**src/ncfg_regs.vh**
```
// Address map, field positions and reset values of the configuration space
`ifndef NCFG_REGS_VH
`define NCFG_REGS_VH

`define NCFG_ADDR_W          24
`define NCFG_WORD_W          24
`define NCFG_ADDR_OSC        24'hf80000
`define NCFG_ADDR_WDT        24'hf80002
`define NCFG_ADDR_RSTPWM     24'hf80004
`define NCFG_ADDR_SEGPROT    24'hf8000a
`define NCFG_ADDR_ID_LOW     24'hff0000
`define NCFG_ADDR_ID_HIGH    24'hff0002
`define NCFG_UNIT_ID_FIRST   24'h800600
`define NCFG_UNIT_ID_LAST    24'h80063e
`define NCFG_UNIT_ID_WORDS   32
`define NCFG_IVT_LAST        24'h0000fe
`define NCFG_USER_LAST       24'h7fffff

// Implemented-bit masks; all other bits read as zero
`define NCFG_MASK_OSC        24'h00ffff
`define NCFG_MASK_WDT        24'h00803f
`define NCFG_MASK_RSTPWM     24'h0087b3
`define NCFG_MASK_SEGPROT    24'h000003

// Field positions
`define NCFG_WDT_EN_BIT      15
`define NCFG_WDT_PSA_HI      5
`define NCFG_WDT_PSA_LO      4
`define NCFG_WDT_PSB_HI      3
`define NCFG_WDT_PSB_LO      0
`define NCFG_RST_PIN_BIT     15
`define NCFG_PWM_PIN_BIT     10
`define NCFG_HIGH_SIDE_POLARITY_BIT        9
`define NCFG_LOW_SIDE_POLARITY_BIT        8
`define NCFG_BOR_EN_BIT      7
`define NCFG_BROWNOUT_THRESHOLD_SELECT_HI         5
`define NCFG_BROWNOUT_THRESHOLD_SELECT_LO         4
`define NCFG_POWERUP_TIMER_HI         1
`define NCFG_POWERUP_TIMER_LO         0
`define NCFG_GCP_BIT         1
`define NCFG_SEGMENT_WRITE_PROTECT_BIT        0

// Erased state: every stored bit is one; implemented bits read one
`define NCFG_ERASED_WORD     24'hffffff

// Prescaler A ratios and power-up times in ms
`define NCFG_PSA_DIV3        10'h200
`define NCFG_PSA_DIV2        10'h040
`define NCFG_PSA_DIV1        10'h008
`define NCFG_PSA_DIV0        10'h001
`define NCFG_POWERUP_TIMER_MS3        7'h40
`define NCFG_POWERUP_TIMER_MS2        7'h10
`define NCFG_POWERUP_TIMER_MS1        7'h04
`define NCFG_POWERUP_TIMER_MS0        7'h00

// Operation codes on i_op
`define NCFG_OP_READ         3'h0
`define NCFG_OP_PROGRAM      3'h1
`define NCFG_OP_SEG_ERASE    3'h2
`define NCFG_OP_CHIP_ERASE   3'h3
`define NCFG_OP_W            3

// Requesters on i_src
`define NCFG_SRC_TABLE       2'h0
`define NCFG_SRC_PSV         2'h1
`define NCFG_SRC_SELFPROG    2'h2
`define NCFG_SRC_SERIAL      2'h3

// Answer status codes
`define NCFG_ST_OK           2'h0
`define NCFG_ST_DENIED       2'h1
`define NCFG_ST_UNMAPPED     2'h2

`endif

```
**src/ncfg_cell.v**
```verilog
// One nonvolatile configuration word with program-only-to-zero semantics
`timescale 1ns/100ps
`default_nettype none
`include "ncfg_regs.vh"

module ncfg_cell
#(
   parameter [23:0] MASK = 24'h00ffff
)
(
   input  wire        i_clock,
   input  wire        i_program,
   input  wire        i_erase,
   input  wire [23:0] i_data,
   output wire [23:0] o_word
);

   reg [23:0] cell_r;

   // Storage survives reset, so no reset term; starts erased
   initial cell_r = `NCFG_ERASED_WORD;

   always @(posedge i_clock)
   begin
      if (i_erase)
         cell_r <= `NCFG_ERASED_WORD;
      else if (i_program)
         cell_r <= cell_r & i_data;
   end

   assign o_word = cell_r & MASK;

endmodule // ncfg_cell

`default_nettype wire

```
**src/ncfg_space.v**
```verilog
// Nonvolatile configuration space: words, decode, protection and access gate
// Behaviour
// - A programmed bit reads 0, an erased bit reads 1; behaviour follows reads.
// - Each word is 24 bits wide; only bits 15..0 hold settings.
// - Words sit at f80000, f80002, f80004, f8000a; readable during operation.
// - Watchdog fuse set forces watchdog and RC oscillator on; software clear ignored.
// - Prescaler A bits 5..4 select 512, 64, 8 or 1.
// - Prescaler B bits 3..0 divide by field value plus one.
// - Reset word bit 15 set gives the reset pin its reset function.
// - Bit 10 chooses tri-stated port pins or driven PWM pins at reset.
// - Bit 9 sets high-side PWM polarity, one meaning active high.
// - Bit 8 sets low-side PWM polarity independently, one meaning active high.
// - Bit 7 enables the brown-out reset.
// - Bits 5..4 drive the brown-out threshold select.
// - Bits 1..0 pick power-up hold 64, 16, 4 ms or off.
// - Code protect zero refuses program memory reads to the serial port.
// - Protected segment refuses programming until the segment is erased.
// - Table reads and visibility accesses still read protected memory.
// - Write protect programmed blocks all user program memory writes.
// - Protection covers user memory except the vector table range.
// - Protect bits change as a group, to zero only; chip erase restores.
// - Two identification words are read-only and table-readable.
// - Unit ID field of 32 words is readable, never writable or erasable.
`timescale 1ns/100ps
`default_nettype none
`include "ncfg_regs.vh"

module ncfg_space
#(
   parameter [23:0] ID_LOW_VALUE  = 24'h00a5a5, // Arbitrary value
   parameter [23:0] ID_HIGH_VALUE = 24'h000001, // Arbitrary value
   parameter [23:0] UNIT_ID_SEED  = 24'h000000  // Arbitrary value
)
(
   input  wire                   i_clock,
   input  wire                   i_rst,
   input  wire                   i_req,
   input  wire [`NCFG_OP_W-1:0]  i_op,
   input  wire [1:0]             i_src,
   input  wire [23:0]            i_addr,
   input  wire [23:0]            i_wdata,
   input  wire                   i_software_watchdog_enable,
   input  wire                   i_seg_erased,
   output reg                    o_ack,
   output reg  [1:0]             o_status,
   output reg  [23:0]            o_rdata,
   output reg                    o_user_mem_we,
   output reg                    o_user_mem_re,
   output reg  [23:0]            o_user_mem_addr,
   output reg  [23:0]            o_user_mem_wdata,
   output reg                    o_watchdog_run,
   output reg                    o_low_power_rc_oscillator_on,
   output reg  [9:0]             o_watchdog_prescale_a_div,
   output reg  [4:0]             o_watchdog_prescale_b_div,
   output reg                    o_reset_pin_function_enable,
   output reg                    o_motor_pwm_pins_driven,
   output reg                    o_high_side_active_high,
   output reg                    o_low_side_active_high,
   output reg                    o_brownout_enable,
   output reg  [1:0]             o_brownout_threshold_select,
   output reg  [6:0]             o_powerup_timer_ms,
   output reg                    o_segment_code_protected,
   output reg                    o_segment_write_protected
);

   wire [23:0] osc_word;
   wire [23:0] wdt_word;
   wire [23:0] rst_word;
   wire [23:0] seg_word;
   reg  [3:0]  prog_sel;
   reg         erase_all;
   reg  [23:0] unit_id_mem [0:`NCFG_UNIT_ID_WORDS-1];
   integer     k;

   wire is_read  = i_req && (i_op == `NCFG_OP_READ);
   wire is_prog  = i_req && (i_op == `NCFG_OP_PROGRAM);
   wire is_serr  = i_req && (i_op == `NCFG_OP_SEG_ERASE);
   wire is_cerr  = i_req && (i_op == `NCFG_OP_CHIP_ERASE);
   wire code_prot  = ~seg_word[`NCFG_GCP_BIT];
   wire write_prot = ~seg_word[`NCFG_SEGMENT_WRITE_PROTECT_BIT];
   // Segment erase seen after protection; a program attempt is allowed once this is set
   reg  seg_cleared_r;

   // vector table lies outside the segment
   wire in_user = (i_addr > `NCFG_IVT_LAST) && (i_addr <= `NCFG_USER_LAST);
   wire in_ivt  = (i_addr <= `NCFG_IVT_LAST);
   wire in_uid  = (i_addr >= `NCFG_UNIT_ID_FIRST) && (i_addr <= `NCFG_UNIT_ID_LAST);
   wire [4:0] uid_idx = i_addr[5:1];
   wire from_ext = (i_src == `NCFG_SRC_SERIAL);
   wire from_cpu = (i_src == `NCFG_SRC_TABLE) || (i_src == `NCFG_SRC_PSV);

   // protect group: any zero locks both bits until chip erase
   wire seg_group_locked = code_prot || write_prot;

   genvar g;
   generate
      for (g = 0; g < 4; g = g + 1)
      begin : g_cell
         localparam [23:0] CM = (g == 0) ? `NCFG_MASK_OSC :
                                (g == 1) ? `NCFG_MASK_WDT :
                                (g == 2) ? `NCFG_MASK_RSTPWM : `NCFG_MASK_SEGPROT;
         wire [23:0] w;
         ncfg_cell #(.MASK(CM)) u_cell
         (
            .i_clock   (i_clock),
            .i_program (prog_sel[g]),
            .i_erase   (erase_all),
            .i_data    (i_wdata),
            .o_word    (w)
         );
      end
   endgenerate

   assign osc_word = g_cell[0].w;
   assign wdt_word = g_cell[1].w;
   assign rst_word = g_cell[2].w;
   assign seg_word = g_cell[3].w;

   // Programming strobes into the configuration words
   always @*
   begin
      prog_sel  = 4'h0;
      erase_all = is_cerr && !i_rst;
      if (is_prog && !i_rst && !from_cpu)
      begin
         // all 24 bits reach storage; the cell mask limits what reads back
         case (i_addr)
            `NCFG_ADDR_OSC:     prog_sel = 4'h1;
            `NCFG_ADDR_WDT:     prog_sel = 4'h2;
            `NCFG_ADDR_RSTPWM:  prog_sel = 4'h4;
            // group write refused once either bit is zero
            `NCFG_ADDR_SEGPROT: prog_sel = seg_group_locked ? 4'h0 : 4'h8;
            default:            prog_sel = 4'h0;
         endcase
      end
   end

   // Factory content of the unit ID field; no write path exists
   initial
   begin
      for (k = 0; k < `NCFG_UNIT_ID_WORDS; k = k + 1)
         unit_id_mem[k] = UNIT_ID_SEED + k[23:0];
   end

   // Access gate and answer
   always @(posedge i_clock)
   begin
      if (i_rst)
      begin
         o_ack            <= 1'b0;
         o_status         <= `NCFG_ST_OK;
         o_rdata          <= 24'h000000;
         o_user_mem_we    <= 1'b0;
         o_user_mem_re    <= 1'b0;
         o_user_mem_addr  <= 24'h000000;
         o_user_mem_wdata <= 24'h000000;
         seg_cleared_r    <= 1'b0;
      end
      else
      begin
         o_ack         <= i_req;
         o_status      <= `NCFG_ST_OK;
         o_rdata       <= 24'h000000;
         o_user_mem_we <= 1'b0;
         o_user_mem_re <= 1'b0;
         if (i_req)
         begin
            o_user_mem_addr  <= i_addr;
            o_user_mem_wdata <= i_wdata & 24'h00ffff;
         end
         if (is_cerr)
            seg_cleared_r <= 1'b0;
         else if (is_serr && code_prot)
            seg_cleared_r <= 1'b1;
         else if (i_seg_erased && code_prot)
            seg_cleared_r <= 1'b1;
         if (is_read)
         begin
            case (i_addr)
               // configuration words readable in normal operation
               `NCFG_ADDR_OSC:     o_rdata <= osc_word;
               `NCFG_ADDR_WDT:     o_rdata <= wdt_word;
               `NCFG_ADDR_RSTPWM:  o_rdata <= rst_word;
               `NCFG_ADDR_SEGPROT: o_rdata <= seg_word;
               `NCFG_ADDR_ID_LOW:  o_rdata <= ID_LOW_VALUE;
               `NCFG_ADDR_ID_HIGH: o_rdata <= ID_HIGH_VALUE;
               default:
               begin
                  if (in_uid && !i_addr[0])
                     o_rdata <= unit_id_mem[uid_idx];
                  else if (in_ivt)
                     o_user_mem_re <= 1'b1;
                  else if (in_user)
                  begin
                     // external readout refused under code protect
                     if (from_ext && code_prot)
                        o_status <= `NCFG_ST_DENIED;
                     else
                        o_user_mem_re <= 1'b1;
                  end
                  else
                     o_status <= `NCFG_ST_UNMAPPED;
               end
            endcase
         end
         else if (is_prog)
         begin
            if (from_cpu)
               o_status <= `NCFG_ST_DENIED;
            // ID and unit ID locations never written
            else if (in_uid || i_addr == `NCFG_ADDR_ID_LOW || i_addr == `NCFG_ADDR_ID_HIGH)
               o_status <= `NCFG_ST_DENIED;
            else if (i_addr == `NCFG_ADDR_SEGPROT && seg_group_locked)
               o_status <= `NCFG_ST_DENIED;
            else if (in_ivt)
               o_user_mem_we <= 1'b1;
            else if (in_user)
            begin
               // write protect blocks every user write
               if (write_prot)
                  o_status <= `NCFG_ST_DENIED;
               else if (code_prot && !seg_cleared_r)
                  o_status <= `NCFG_ST_DENIED;
               else
                  o_user_mem_we <= 1'b1;
            end
            else if (prog_sel == 4'h0)
               o_status <= `NCFG_ST_UNMAPPED;
         end
         else if (is_serr && in_uid)
            o_status <= `NCFG_ST_DENIED;
      end
   end

   // Decoded settings, registered straight to the outputs
   always @(posedge i_clock)
   begin
      if (i_rst)
      begin
         o_watchdog_run               <= 1'b1;
         o_low_power_rc_oscillator_on <= 1'b1;
         o_watchdog_prescale_a_div    <= `NCFG_PSA_DIV3;
         o_watchdog_prescale_b_div    <= 5'h10;
         o_reset_pin_function_enable  <= 1'b1;
         o_motor_pwm_pins_driven      <= 1'b0;
         o_high_side_active_high      <= 1'b1;
         o_low_side_active_high       <= 1'b1;
         o_brownout_enable            <= 1'b1;
         o_brownout_threshold_select  <= 2'h3;
         o_powerup_timer_ms           <= `NCFG_POWERUP_TIMER_MS3;
         o_segment_code_protected     <= 1'b0;
         o_segment_write_protected    <= 1'b0;
      end
      else
      begin
         // fuse forces watchdog and RC source on
         o_watchdog_run <= wdt_word[`NCFG_WDT_EN_BIT] | i_software_watchdog_enable;
         o_low_power_rc_oscillator_on <= wdt_word[`NCFG_WDT_EN_BIT] | i_software_watchdog_enable;
         case (wdt_word[`NCFG_WDT_PSA_HI:`NCFG_WDT_PSA_LO])
            2'h3:    o_watchdog_prescale_a_div <= `NCFG_PSA_DIV3;
            2'h2:    o_watchdog_prescale_a_div <= `NCFG_PSA_DIV2;
            2'h1:    o_watchdog_prescale_a_div <= `NCFG_PSA_DIV1;
            default: o_watchdog_prescale_a_div <= `NCFG_PSA_DIV0;
         endcase
         // prescaler B is field plus one
         o_watchdog_prescale_b_div <= {1'b0, wdt_word[`NCFG_WDT_PSB_HI:`NCFG_WDT_PSB_LO]} + 5'h01;
         o_reset_pin_function_enable <= rst_word[`NCFG_RST_PIN_BIT];
         // zero hands pins to the PWM module
         o_motor_pwm_pins_driven <= ~rst_word[`NCFG_PWM_PIN_BIT];
         o_high_side_active_high <= rst_word[`NCFG_HIGH_SIDE_POLARITY_BIT];
         o_low_side_active_high <= rst_word[`NCFG_LOW_SIDE_POLARITY_BIT];
         o_brownout_enable <= rst_word[`NCFG_BOR_EN_BIT];
         o_brownout_threshold_select <= rst_word[`NCFG_BROWNOUT_THRESHOLD_SELECT_HI:`NCFG_BROWNOUT_THRESHOLD_SELECT_LO];
         case (rst_word[`NCFG_POWERUP_TIMER_HI:`NCFG_POWERUP_TIMER_LO])
            2'h3:    o_powerup_timer_ms <= `NCFG_POWERUP_TIMER_MS3;
            2'h2:    o_powerup_timer_ms <= `NCFG_POWERUP_TIMER_MS2;
            2'h1:    o_powerup_timer_ms <= `NCFG_POWERUP_TIMER_MS1;
            default: o_powerup_timer_ms <= `NCFG_POWERUP_TIMER_MS0;
         endcase
         o_segment_code_protected  <= code_prot;
         o_segment_write_protected <= write_prot;
      end
   end

endmodule // ncfg_space

`default_nettype wire

```
**config.mk**
```make
export PLATFORM = sky130hd
export DESIGN_NAME = ncfg_space
export DESIGN_NICKNAME = d
export VERILOG_FILES = /design/src/ncfg_cell.v /design/src/ncfg_space.v
export VERILOG_INCLUDE_DIRS = /design/src
export SDC_FILE = /design/constraint.sdc
export NUM_CORES = 1
export LEC_CHECK = 0
export ABC_CLOCK_PERIOD_IN_PS = 4400
export BUFFER_PORTS_ARGS = -buffer_cell sky130_fd_sc_hd__buf_2
export CORE_MARGIN = 2
export CORE_UTILIZATION = 45
export CTS_BUF_LIST = sky130_fd_sc_hd__clkbuf_2 sky130_fd_sc_hd__clkbuf_4 sky130_fd_sc_hd__clkbuf_8
export DETAILED_ROUTE_END_ITERATION = 7
export PLACE_DENSITY = 0.74
export SYNTH_ARGS = -nofsm -noshare
export SYNTH_HDL_FRONTEND = slang
export SYNTH_SLANG_ARGS = --single-unit
```
**constraint.sdc**
```tcl
create_clock -name i_clock -period 4.4 [get_ports i_clock]
set_input_delay 0.88 -clock i_clock [delete_from_list [all_inputs] [get_ports i_clock]]
set_output_delay 0.88 -clock i_clock [all_outputs]
set_load 0.1 [all_outputs]
```
==> summary.txt <==
First-pass GRT wire length: 17900 µm
GRT overflow: 0
DR WL/cell: 15.0 µm
Final Max Slew Viols: 0
Die height: 105 µm
Pwr/cell area: 519 nW/µm²
Internal power: 1820 µW
R2R depth: 4
Total I/O pin count: 168
Tcrit/Tclk final: 56.6%
Max FO, Critical Path: 17
Area Growth Syn to Fin: 22.6%
Core Rows: 36
Relative slew margins: 31.8%
Layout cells sized above 1: 30.5%
Clock period minus worst slack: 2.49 ns
N_diodes: 0
Largest net degree at the start of global routing: 62
Deepest clock path buffer count: 2
CP Depth: 6
Vias in the first global route: 3624
Reg2reg setup slack: 3.06 ns
Core area: 9860 µm²
Seq/Total Area, Yosys: 51.4%
R2R Path End: o_status[0]
CTS tree: yes
Worst min-delay path startpoint: g_cell[0].u_cell.cell_r[4]
Initial DRT Pass Iterations: 4
Worst hold stages: 2
Clk pwr share: 33.7%
Root buffer cell: clkbuf_8
Final nets: 665
Crit. End Element: flop
Post-synth cell types: 53
Max-Cap Viols: 0
H-Tree Depth: 4
Gate Count Post-Synth: 477
Yosys top cell by area: dfxtp_1
Worst skew pair latency: 0.44 ns
CTS Sinks: 118
CP arrival: 2.80 ns
Final WL: 11300 µm
GP Congestion: 0.904
Outcome: completed
Most frequent cells in the layout: buf_2 (133), dfxtp_1 (118), nor2_1 (59)
Postcts setup bufs: 0
Synth top area share: 51.4%
Post-synth EDFFs: 0
Psw: 1100 µW
Total track usage: 20.6%
Seq cells post-synth: 118
Asr flop ratio synth: 0%
CTS Hold Buffers Added: 0
Buf+Inv Stages, Crit Path: 1
Combinational Power Share: 24.2%
Inst Count DP: 720
DIE AREA: 11000 µm²
Hold Path Sink: g_cell[0].u_cell.cell_r[4]
Initial Utilization: 46.6%
Largest stage delay, worst path: 0.48 ns
Die Span X: 105 µm
Reg-to-Reg Start: g_cell[3].u_cell.cell_r[0]
Setup violators final: 0
Cell at the slowest stage of the critical path: nand4_2
Sw frac: 37.8%
Initial antenna violation count: 0
Hold Crit Class: reg2reg
PortBufs: 133
Final hold viol count: 0
Seq pwr share: 42.2%
Starting DRT DRC Count: 191
VDD IR-drop max: 0.000237 V
Critical Path, Cell by Cell: buf_2 -> nor4_2 -> and4_1 -> nand4_2 -> o31ai_1 -> nand2_1
Pleak: 0.00262 µW
Unrepaired setup endpoints after global routing: false
Avg Inst Size Synth: 9.64 µm²
DRT antenna net count: 0
Resize count post-CTS: 0
Cell Count, Final, Fillers Out: 752
Max Fclk: 402 MHz
DP HPWL: 8020 µm
Top_reg_cell synth: dfxtp_1
CTS Buf Count: 17
Worst-Margin Slew: 1.01 ns
Synth area leaders: dfxtp_1 (51%), mux2i_1 (9.1%), nor2_1 (4.8%)
Yosys warning total: 0
Req. time, crit path: 4.71 ns
Via-to-Cell Ratio: 5.12
Critical path's top delay family: simple AND/OR/NAND/NOR gates
Setup Crit Path Kind: in2reg
Final TNS setup: 0 ns
# DRC: 0
Clk pin slew, worst setup/hold paths: 0.08 ns
Startpoint Class: primary input
Layout Skew: 0.0175 ns
Vias post-DR: 3852
Most common cell after layout, fill and taps aside: buf_2
Post-Syn Area: 4600 µm²
==> per-stage QoR <==
stage / util, % / setup slack, ns / total power, µW / instance area, µm² / hold slack [ns]
6_report: 57.1 / 1.91 / 2920 / 5640 / 0.461
5_1_grt: 57.1 / 1.74 / 3050 / 5640 / 0.478
4_1_cts: 57.1 / 1.97 / 2950 / 5640 / 0.460
3_5_place_dp: 53.1 / 1.48 / 1960 / 5240 / 0.432
3_3_place_gp: 53.1 / 1.55 / 1950 / 5240 / 0.431
2_1_floorplan: - / 2.03 / 1860 / 4690 / 0.408
==> power by group through the flow <==
| stage | logic, µW | registers, µW | clock network, µW |
|---|---|---|---|
| final | 706 | 1230 | 985 |
| after global placement | 699 | 1250 | 0 |
| after detailed placement | 706 | 1260 | 0 |
| after global routing | 741 | 1250 | 1060 |
| after CTS | 707 | 1230 | 1010 |
| after floorplan | 269 | 1590 | 0 |
==> synth_stat cells (6+ instances only) <==
library cell and count:
dfxtp_1 118, nor2_1 59, nand2_1 49, mux2i_1 42
buf_4 29, o21ai_0 21, o31ai_1 18, clkbuf_1 16
nand3_1 9, inv_1 7, nor3_1 7, a21oi_1 6
a22oi_1 6, and2_1 6, nand4_1 6, or2_2 6
==> layer usage <==
layer  share of wire [%]  GRT usage (%)
met5                   0              0
met2                  47           33.3
met3                 7.3           6.74
met4                 2.2           9.05
met1                  44           25.1
==> tightest hold or removal path: stages (launching register included) <==
cell and delay [ns]:
dfxtp_1 0.32, o31ai_1 0.06, nand2_1 0.05
==> flip-flops by register name (all words and copies together) (netlist names), 2 cells and up <==
signal / flops
o_rdata: 16
o_status: 2
o_user_mem_addr: 24
o_watchdog_prescale_a_div: 4
o_brownout_threshold_select: 2
o_watchdog_prescale_b_div: 5
o_powerup_timer_ms: 3
o_user_mem_wdata: 16
g_cell.u_cell.cell_r: 34
==> final cells by class <==
type	instances	area, µm²
Multi-Input combinational cell	326	1990
Tap cell	133	166
Timing Repair Buffer	136	688
Fill cell	879	4230
Clock buffer	17	234
Inverter	7	26.3
Sequential cell	118	2360
Clock inverter	15	165
==> cell families after synthesis <==
logic type | Yosys count | share of synthesized area [%]
AO/OA/AOI/OAI | 73 | 10.8
XOR/XNOR | 2 | 0.381
adder cells (fa/ha/maj) | 1 | 0.272
buffers and inverters | 58 | 7.32
flip-flops | 118 | 51.4
multiplexers | 47 | 10.4
other | 1 | 0.0816
AND/OR/NAND/NOR | 177 | 19.4
==> worst max path at each step <==
stage	from	endpoint	slack [ns]
floorplan	i_req	g_cell[0].u_cell.cell_r[10]	2.03
CTS	i_addr[8]	g_cell[0].u_cell.cell_r[11]	1.97
finish	i_addr[11]	g_cell[0].u_cell.cell_r[11]	1.91
global placement	i_addr[11]	o_rdata[8]	1.55
detailed placement	i_addr[8]	g_cell[0].u_cell.cell_r[11]	1.48
global route	i_addr[8]	g_cell[0].u_cell.cell_r[3]	1.74
Power figures use the tool's default switching activity.
